File: config.mk
export PLATFORM = sky130hd
export DESIGN_NAME = acs_sequencer
export DESIGN_NICKNAME = d
export VERILOG_FILES = /design/src/acs_pkg.sv /design/src/acs_sequencer.sv
export SDC_FILE = /design/constraint.sdc
export NUM_CORES = 1
export LEC_CHECK = 0
export ABC_AREA = 1
export BUFFER_PORTS_ARGS = -buffer_cell sky130_fd_sc_hd__buf_2
export CORE_MARGIN = 10
export CORE_UTILIZATION = 62
export CTS_CLUSTER_SIZE = 40
export DETAILED_ROUTE_END_ITERATION = 10
export GPL_TIMING_DRIVEN = 0
export PLACE_DENSITY = 0.87
export REMOVE_ABC_BUFFERS = 1
export SYNTH_ARGS = -nofsm -noshare
export SYNTH_HDL_FRONTEND = slang
export SYNTH_SLANG_ARGS = --single-unit
export TNS_END_PERCENT = 100
File: constraint.sdc
create_clock -name sys_clk -period 4.8 [get_ports sys_clk]
set_input_delay 0.24 -clock sys_clk [delete_from_list [all_inputs] [get_ports sys_clk]]
set_output_delay 0.24 -clock sys_clk [all_outputs]
set_load 0.01 [all_outputs]
File: src/acs_pkg.sv
// constants, types and the microsecond timer for the conversion sequencer
package acs_pkg;
    localparam int unsigned ADC_W        = 10;
    localparam int unsigned ACC_W        = 18;
    localparam int unsigned FAULT_W      = 16;
    localparam int unsigned US_W         = 16;
    localparam int unsigned CLK_HZ       = 25_000_000;
    localparam int unsigned US_HZ        = 1_000_000;
    localparam logic [4:0]  TICK_CYCLES  = 5'(CLK_HZ / US_HZ);

    // wait between conversions, in microseconds, 0 ms up to 20.48 ms
    localparam logic [US_W-1:0] WAIT_US_0  = 16'h0000;
    localparam logic [US_W-1:0] WAIT_US_1  = 16'h000A;
    localparam logic [US_W-1:0] WAIT_US_2  = 16'h0014;
    localparam logic [US_W-1:0] WAIT_US_3  = 16'h0028;
    localparam logic [US_W-1:0] WAIT_US_4  = 16'h0050;
    localparam logic [US_W-1:0] WAIT_US_5  = 16'h00A0;
    localparam logic [US_W-1:0] WAIT_US_6  = 16'h0140;
    localparam logic [US_W-1:0] WAIT_US_7  = 16'h0280;
    localparam logic [US_W-1:0] WAIT_US_8  = 16'h0500;
    localparam logic [US_W-1:0] WAIT_US_9  = 16'h0A00;
    localparam logic [US_W-1:0] WAIT_US_10 = 16'h1400;
    localparam logic [US_W-1:0] WAIT_US_11 = 16'h1E00;
    localparam logic [US_W-1:0] WAIT_US_12 = 16'h2800;
    localparam logic [US_W-1:0] WAIT_US_13 = 16'h3200;
    localparam logic [US_W-1:0] WAIT_US_14 = 16'h3C00;
    localparam logic [US_W-1:0] WAIT_US_15 = 16'h5000;

    // delay between runs in repeat mode, in microseconds
    localparam logic [US_W-1:0] DELAY_US_0 = 16'h03E8;
    localparam logic [US_W-1:0] DELAY_US_1 = 16'h1388;
    localparam logic [US_W-1:0] DELAY_US_2 = 16'h2710;
    localparam logic [US_W-1:0] DELAY_US_3 = 16'hC350;

    // sample count shift per 3-bit code: 1,2,4,8,16,32,64,256
    localparam logic [3:0] SHIFT_7 = 4'h8;

    typedef struct packed {
        logic             repeat_mode;
        logic [1:0]       delay_sel;
        logic             ext_trig_en;
        logic             trig_rising;
        logic             holdoff_en;
        logic [2:0]       channel;
        logic [2:0]       samples_sel;
        logic [3:0]       wait_sel;
        logic             ref_ext;
        logic [1:0]       current_sel;
    } acs_cfg_t;

    typedef struct packed {
        logic [ADC_W-1:0] average;
        logic [ADC_W-1:0] last;
        logic [ADC_W-1:0] minimum;
        logic [ADC_W-1:0] maximum;
    } acs_result_t;

    typedef struct packed {
        logic done;
        logic high;
        logic low;
    } acs_ack_t;

    typedef enum logic [4:0] {
        ST_IDLE  = 5'h01,
        ST_CONV  = 5'h02,
        ST_WAIT  = 5'h04,
        ST_FIN   = 5'h08,
        ST_DELAY = 5'h10
    } acs_state_t;

    function automatic logic [US_W-1:0] acs_wait_us(input logic [3:0] sel);
        logic [US_W-1:0] v;
        case (sel)
            4'h0: v = WAIT_US_0;
            4'h1: v = WAIT_US_1;
            4'h2: v = WAIT_US_2;
            4'h3: v = WAIT_US_3;
            4'h4: v = WAIT_US_4;
            4'h5: v = WAIT_US_5;
            4'h6: v = WAIT_US_6;
            4'h7: v = WAIT_US_7;
            4'h8: v = WAIT_US_8;
            4'h9: v = WAIT_US_9;
            4'hA: v = WAIT_US_10;
            4'hB: v = WAIT_US_11;
            4'hC: v = WAIT_US_12;
            4'hD: v = WAIT_US_13;
            4'hE: v = WAIT_US_14;
            default: v = WAIT_US_15;
        endcase
        return v;
    endfunction : acs_wait_us

    function automatic logic [US_W-1:0] acs_delay_us(input logic [1:0] sel);
        logic [US_W-1:0] v;
        case (sel)
            2'h0: v = DELAY_US_0;
            2'h1: v = DELAY_US_1;
            2'h2: v = DELAY_US_2;
            default: v = DELAY_US_3;
        endcase
        return v;
    endfunction : acs_delay_us

    function automatic logic [3:0] acs_shift(input logic [2:0] sel);
        logic [3:0] v;
        v = (sel == 3'h7) ? SHIFT_7 : {1'b0, sel};
        return v;
    endfunction : acs_shift
endpackage : acs_pkg

`timescale 1ns/1ps
module acs_timer (
    input  wire logic                    sys_clk,
    input  wire logic                    rstn,
    input  wire logic                    load,
    input  wire logic [acs_pkg::US_W-1:0] load_us,
    output logic                         expired
);
    import acs_pkg::*;

    logic [4:0]      pre;
    logic [US_W-1:0] remain;
    wire             tick = (pre == TICK_CYCLES - 5'h01);

    always_ff @(posedge sys_clk) begin
        if (!rstn) begin
            pre    <= 5'h00;
            remain <= 16'h0000;
        end else if (load) begin
            pre    <= 5'h00;
            remain <= load_us;
        end else begin
            pre <= tick ? 5'h00 : pre + 5'h01;
            if (tick && remain != 16'h0000) begin
                remain <= remain - 16'h0001;
            end
        end
    end

    assign expired = (remain == 16'h0000) && !load;
endmodule : acs_timer

File: src/acs_sequencer.sv
// conversion sequencer: run control, triggering, averaging, alarms, fault pulses
//
// Overview of operation
// - single run or continuous repeated runs
// - stop command ends repeat mode conversions
// - two-bit delay between runs in repeat
// - trigger input edge starts when enabled
// - trigger edge polarity selectable rising/falling
// - hold-off pauses collection at inactive level
// - three-bit selector picks one of eight channels
// - sample count code gives 1 to 256
// - four-bit wait between conversions, 0-20.48ms
// - threshold crossing stops run, reports which
// - exactly one acknowledgement flag per stop
// - uncollected samples count as zero in average
// - stop finishes conversion in progress first
// - four result readings published on completion
// - two-bit excitation current source select
// - reference select internal or external
// - unmasked fault signals pulse interrupt output
// - done only without alarm violation
// - acknowledgement flags clear on host read
`timescale 1ns/1ps
module acs_sequencer (
    input  wire logic                          sys_clk,
    input  wire logic                          rstn,
    input  wire acs_pkg::acs_cfg_t             cfg,
    input  wire logic                          start_cmd,
    input  wire logic                          stop_cmd,
    input  wire logic [acs_pkg::ADC_W-1:0]     high_alarm_threshold,
    input  wire logic [acs_pkg::ADC_W-1:0]     low_alarm_threshold,
    input  wire logic                          general_input_three,
    input  wire logic                          conv_ack,
    input  wire logic [acs_pkg::ADC_W-1:0]     conv_data,
    input  wire logic                          ack_read,
    input  wire logic [acs_pkg::FAULT_W-1:0]   fault_in,
    input  wire logic [acs_pkg::FAULT_W-1:0]   fault_mask,
    output logic                               conv_req,
    output logic [2:0]                         conv_channel,
    output logic                               conv_ref_ext,
    output logic [1:0]                         conv_current_sel,
    output logic                               busy,
    output acs_pkg::acs_result_t               result,
    output acs_pkg::acs_ack_t                  ack,
    output logic                               int_pulse
);
    import acs_pkg::*;

    acs_state_t       state;
    acs_state_t       next_state;
    logic             trig_prev;
    logic             stop_pend;
    logic [8:0]       count;
    logic [ACC_W-1:0] acc;
    logic [ADC_W-1:0] last;
    logic [ADC_W-1:0] min_v;
    logic [ADC_W-1:0] max_v;
    logic [FAULT_W-1:0] fault_prev;
    logic             tmr_load;
    logic [US_W-1:0]  tmr_us;
    logic             tmr_expired;

    // trigger level seen through the selected polarity
    wire trig_active = cfg.trig_rising ? general_input_three
                                       : !general_input_three;
    wire trig_edge   = trig_active && !trig_prev;
    wire run_start   = cfg.ext_trig_en ? trig_edge : start_cmd;
    wire held        = cfg.holdoff_en && !trig_active;

    // sample count and averaging shift
    wire [3:0] shift     = acs_shift(cfg.samples_sel);
    wire [8:0] target    = 9'(9'h001 << shift);
    wire       sample_in = (state == ST_CONV) && conv_req && conv_ack;
    wire       over_high = conv_data > high_alarm_threshold;
    wire       under_low = conv_data < low_alarm_threshold;
    wire       alarm     = sample_in && (over_high || under_low);
    wire       good_in   = sample_in && !alarm;
    wire       last_one  = (count + 9'h001) == target;
    wire       stop_now  = stop_pend || (stop_cmd && cfg.repeat_mode);

    // sum of the collected samples; missing slots add nothing
    wire [ACC_W-1:0] acc_sum  = acc + ACC_W'(conv_data);
    wire [ACC_W-1:0] acc_fin  = good_in ? acc_sum : acc;
    wire [ACC_W-1:0] avg_full = acc_fin >> shift;
    wire [ADC_W-1:0] avg      = avg_full[ADC_W-1:0];

    wire [ADC_W-1:0] min_fin  = (good_in && conv_data < min_v) ? conv_data : min_v;
    wire [ADC_W-1:0] max_fin  = (good_in && conv_data > max_v) ? conv_data : max_v;
    wire [ADC_W-1:0] last_fin = sample_in ? conv_data : last;

    // result is published on a finished run, a stop, or an alarm
    wire publish = (state == ST_FIN)
                || alarm
                || (state == ST_WAIT && stop_now)
                || (state == ST_DELAY && stop_now);

    // flag events; each stop raises exactly one
    wire set_high = alarm && over_high;
    wire set_low  = alarm && !over_high;
    wire set_done = !alarm && publish && (!cfg.repeat_mode || stop_now);

    // fault detection: a new unmasked fault pulses the interrupt
    wire [FAULT_W-1:0] fault_rise = fault_in & ~fault_prev & ~fault_mask;

    always_comb begin
        next_state = state;
        tmr_load   = 1'b0;
        tmr_us     = acs_wait_us(cfg.wait_sel);
        case (state)
            ST_IDLE: begin
                if (run_start) begin
                    next_state = ST_CONV;
                end
            end
            ST_CONV: begin
                if (alarm) begin
                    next_state = ST_IDLE;
                end else if (good_in && last_one) begin
                    next_state = ST_FIN;
                end else if (good_in && stop_now) begin
                    next_state = ST_FIN;
                end else if (good_in) begin
                    next_state = ST_WAIT;
                    tmr_load   = 1'b1;
                end
            end
            ST_WAIT: begin
                if (stop_now) begin
                    next_state = ST_IDLE;
                end else if (tmr_expired) begin
                    next_state = ST_CONV;
                end
            end
            ST_FIN: begin
                if (cfg.repeat_mode && !stop_now) begin
                    next_state = ST_DELAY;
                    tmr_load   = 1'b1;
                    tmr_us     = acs_delay_us(cfg.delay_sel);
                end else begin
                    next_state = ST_IDLE;
                end
            end
            ST_DELAY: begin
                if (stop_now) begin
                    next_state = ST_IDLE;
                end else if (tmr_expired) begin
                    next_state = ST_CONV;
                end
            end
            default: begin
                next_state = ST_IDLE;
            end
        endcase
    end

    acs_timer u_timer (
        .sys_clk (sys_clk),
        .rstn    (rstn),
        .load    (tmr_load),
        .load_us (tmr_us),
        .expired (tmr_expired)
    );

    wire run_restart = (state == ST_IDLE && run_start)
                    || (state == ST_DELAY && tmr_expired && !stop_now);

    always_ff @(posedge sys_clk) begin
        if (!rstn) begin
            state     <= ST_IDLE;
            // seen as already active, so no false edge follows reset
            trig_prev <= 1'b1;
            stop_pend <= 1'b0;
        end else begin
            state     <= next_state;
            trig_prev <= trig_active;
            if (next_state == ST_IDLE || run_restart) begin
                stop_pend <= 1'b0;
            end else if (stop_cmd && cfg.repeat_mode) begin
                stop_pend <= 1'b1;
            end
        end
    end

    // per-run accumulation
    always_ff @(posedge sys_clk) begin
        if (!rstn) begin
            count <= 9'h000;
            acc   <= '0;
            last  <= '0;
            min_v <= '1;
            max_v <= '0;
        end else if (run_restart) begin
            count <= 9'h000;
            acc   <= '0;
            min_v <= '1;
            max_v <= '0;
        end else if (sample_in) begin
            last  <= conv_data;
            if (good_in) begin
                count <= count + 9'h001;
                acc   <= acc_sum;
                min_v <= min_fin;
                max_v <= max_fin;
            end
        end
    end

    // converter request and analog selection
    always_ff @(posedge sys_clk) begin
        if (!rstn) begin
            conv_req         <= 1'b0;
            conv_channel     <= 3'h0;
            conv_ref_ext     <= 1'b0;
            conv_current_sel <= 2'h0;
            busy             <= 1'b0;
        end else begin
            conv_channel     <= cfg.channel;
            conv_ref_ext     <= cfg.ref_ext;
            conv_current_sel <= cfg.current_sel;
            busy             <= (next_state != ST_IDLE);
            if (sample_in || next_state != ST_CONV) begin
                conv_req <= 1'b0;
            end else if (!held) begin
                conv_req <= 1'b1;
            end
        end
    end

    // published readings: average, last, minimum, maximum
    always_ff @(posedge sys_clk) begin
        if (!rstn) begin
            result <= '0;
        end else if (publish) begin
            result.average <= avg;
            result.last    <= last_fin;
            result.minimum <= (count == 9'h000 && !good_in) ? '0 : min_fin;
            result.maximum <= max_fin;
        end
    end

    // acknowledgement flags; a set in the read cycle survives
    always_ff @(posedge sys_clk) begin
        if (!rstn) begin
            ack <= '0;
        end else begin
            ack.done <= set_done || (ack.done && !ack_read);
            ack.high <= set_high || (ack.high && !ack_read);
            ack.low  <= set_low  || (ack.low  && !ack_read);
        end
    end

    always_ff @(posedge sys_clk) begin
        if (!rstn) begin
            fault_prev <= '0;
            int_pulse  <= 1'b0;
        end else begin
            fault_prev <= fault_in;
            int_pulse  <= |fault_rise;
        end
    end
endmodule : acs_sequencer

==> summary.md <==
| Metric | Value |
|---|---|
| Worst skew pair latency | `0.43 ns` |
| Setup Viol. Count Final | `0` |
| Path depth of the worst reg2reg path | `10` |
| Root buf cell | `clkbuf_16` |
| Fin crit share | `88.8%` |
| Vias in the first global route | `between 8,000 and 9,000` |
| Top Ports | `140` |
| Critical Path Sink Type | `register` |
| Layout overhead on the synthesized area | `15.1%` |
| H-Tree Depth | `4` |
| Hold path cells | `3` |
| Post-synth EDFFs | `0` |
| Floorplan row count | `44` |
| R2r endpoint | `min_v[8]` |
| Vias | `9,476` |
| First DRT Iteration DRCs | `930` |
| WP data arrival | `4.57 ns` |
| Die Height | `around 140 µm` |
| Inserted Diodes | `0` |
| Largest fanout on the critical path | `38` |
| Maximum vdd drop | `246 µV` |
| Max Slew Vio Count | `0` |
| CTS Sinks | `about 150` |
| # DRC | `0` |
| Hold Startpoint | `cfg[2]` |
| Sequential share of the synthesized area | `between 30% and 40%` |
| Worst-Margin Slew | `1.28 ns` |
| Pin count of the biggest net entering global routing | `68` |
| Die ar. | `slightly above 0.02 mm²` |
| Layout cells sized above 1 | `12.7%` |
| Worst hold path class | `in2reg` |
| Reg clk slew, reported paths | `roughly 0.06 ns` |
| Synth warn | `0` |
| Fmax | `roughly 230 MHz` |
| Synth top area cells | `dfxtp_1, nand2_1, ha_1` |
| Post-CTS Setup Repair Bufs | `0` |
| Final wirelength | `between 20,000 and 25,000 µm` |
| Final hold violation count | `0` |
| Yosys top cell by area | `dfxtp_1` |
| Worst path cell trace | `nor2_1 -> nand3_1 -> nor2_4 -> inv_1 -> nor2_2 -> nand3_2 -> nand4_1 -> nand3_2 -> buf_12 -> or2_1` |
| Slowest cell on the critical path | `nor2_2` |
| RSZ-0062 raised after global routing | `false` |
| Mapped Cells | `1,393` |
| Max-Cap Viols | `0` |
| WHS Endpoint | `conv_ref_ext` |
| Most common cell in the netlist | `nand2_1` |
| CP bufs+invs | `2` |
| Share of flip-flops with an asynchronous set or reset | `0%` |
| Die width | `142 µm` |
| DP HPWL | `17,700 µm` |
| GPL Wtd Cong | `0.969` |
| Global-route wire length before repair | `40,700 µm` |
| Post-synth top cells | `nand2_1, inv_1, dfxtp_1, nand3_1, nor2_1` |
| Nets | `1,656` |
| Post-synthesis cell area | `0.00927 mm²` |
| Vias per cell | `between 5 and 6` |
| Num CTS Buffers | `17` |
| Kind of critical path | `reg2reg` |
| Post-synth top area share | `33.0%` |
| Drt pass-1 iters | `5` |
| Crit-path most repeated cell | `nand3_2` |
| Top delay family on crit path | `simple AND/OR/NAND/NOR gates` |
| Reg2Reg Setup Slack | `0.54 ns` |
| Fin crit period | `4.26 ns` |
| Layout Utilization | `73.1%` |
| Status | `finished, final reports clean` |
| Crit start category | `register` |
| Post-synthesis sequential element count | `153` |
| Tot GR Track Use | `23.9%` |
| Worst R2R Start | `state[2]` |
| Cell variety after synth | `47` |
| Post-route antenna net violation count | `0` |
| Final global-route overflow total | `0` |
| Initial antenna violation count | `0` |
| Port bufs | `between 100 and 150` |
| TritonCTS clock tree | `built` |
| Syn Area/Cell | `around 6.7 µm²` |
| Maximum clock path buffer count | `2` |
| Pleak | `5.40 nW` |
| Top FF cell, synth | `dfxtp_1` |
| Required time of the critical path | `5.10 ns` |
| Hold WS | `0.00576 ns` |
| Clk_skew | `0.0132 ns` |
| WL per Instance | `14.6 µm` |
| Initial Util | `between 60 and 70%` |
| Slowest stage delay, CP | `a little under 0.9 ns` |
| Pwr dens | `277 mW/mm²` |
| Max-slew headroom | `14.8%` |
| Core area | `0.0146 mm²` |
-- cell usage in the layout, fill, tap and decap left out, types with 9 or more instances in the layout --
master | netlist | layout
nor2_1 | 132 | 132
nor3b_1 | 16 | 16
nand2_1 | 336 | 335
or2_1 | 10 | 10
ha_1 | 58 | 58
o211ai_1 | 13 | 13
xnor2_1 | 13 | 13
o21ai_0 | 72 | 72
nand4_1 | 27 | 27
clkbuf_16 | 0 | 17
a21oi_1 | 98 | 98
inv_1 | 191 | 191
dfxtp_1 | 153 | 153
nand3_1 | 142 | 141
nor3_1 | 9 | 9
xor2_1 | 12 | 12
buf_2 | 9 | 139
-- report_power, final --
part | switching [mW] | internal, mW | leakage, nW
Combinational | 0.193 | 0.108 | 3.88
Clock | 0.515 | 0.840 | 0.279
Sequential | 0.00680 | 1.29 | 1.24
-- worst min-delay path, cell delays in order --
cell and delay (ns):
buf_2 0.07, nand2_1 0.04, inv_1 0.05
-- stage by stage --
stage               worst slack [ns]  power [mW]  area (µm²)  setup TNS [ns]  instances
global placement              -0.597        1.60        9960          -20.91       1666
finish                         0.536        2.95       10700               0       1704
detailed placement             0.456        1.61       10000               0       1668
floorplan                       1.21        1.49        9040               0       1343
CTS                            0.491        2.95       10700               0       1704
global route                   0.221        3.05       10700               0       1704
-- kinds of logic (layout without fill, tap and decap cells) --
logic type,count (synthesis),count (layout),share of synthesized area [%]
AO/OA/AOI/OAI,196,196,11.3
XOR/XNOR,26,26,2.61
adder cells (fa/ha/maj),59,59,8.05
buffers and inverters,246,373,10.4
flip-flops,153,153,33.0
multiplexers,8,8,0.864
AND/OR/NAND/NOR,705,705,33.7
-- layer usage --
metal	GRT usage, %	vias to the layer above	wire length [µm]
met3	6.14	48	1950
met1	28.1	4301	10300
met4	8.02	0	490
met5	0	-	0
met2	41.2	376	12100
li1	-	4751	-
-- registers in the layout, indices dropped and copies added (netlist names) --
register          cells
acc                  18
ack                   3
busy                  1
conv_channel          3
conv_current_sel      2
conv_ref_ext          1
conv_req              1
count                 9
fault_prev           16
int_pulse             1
last                 10
max_v                10
min_v                10
result               40
state                 5
stop_pend             1
trig_prev             1
u_timer.pre           5
u_timer.remain       16
-- layout make-up --
type                    count  area (µm²)
clock buffers              23         468
inverters                 196         736
repair buffers            147         796
fillers                  1143        3920
well taps                 184         230
multi-input cells         994        5250
flip-flops and latches    153        3060
clock inverters             7         119
-- worst max-delay path by stage --
| stage | slack, ns | depth (start not counted) | start | endpoint |
|---|---|---|---|---|
| 2_1_floorplan | 1.21 | 9 | state[2] | min_v[0] |
| 4_1_cts | 0.49 | 9 | state[2] | result[11] |
| 6_report | 0.54 | 10 | state[2] | min_v[8] |
| 3_3_place_gp | -0.60 | 13 | conv_data[9] | min_v[0] |
| 5_1_grt | 0.22 | 10 | state[2] | min_v[8] |
| 3_5_place_dp | 0.46 | 13 | conv_data[9] | result[11] |
-- repair_timing --
action	CTS	global route
hold buffers	6	0
hold endpoints to repair	6	0
resized for setup	0	0
Note: power is estimated with default switching activity, not from simulation.
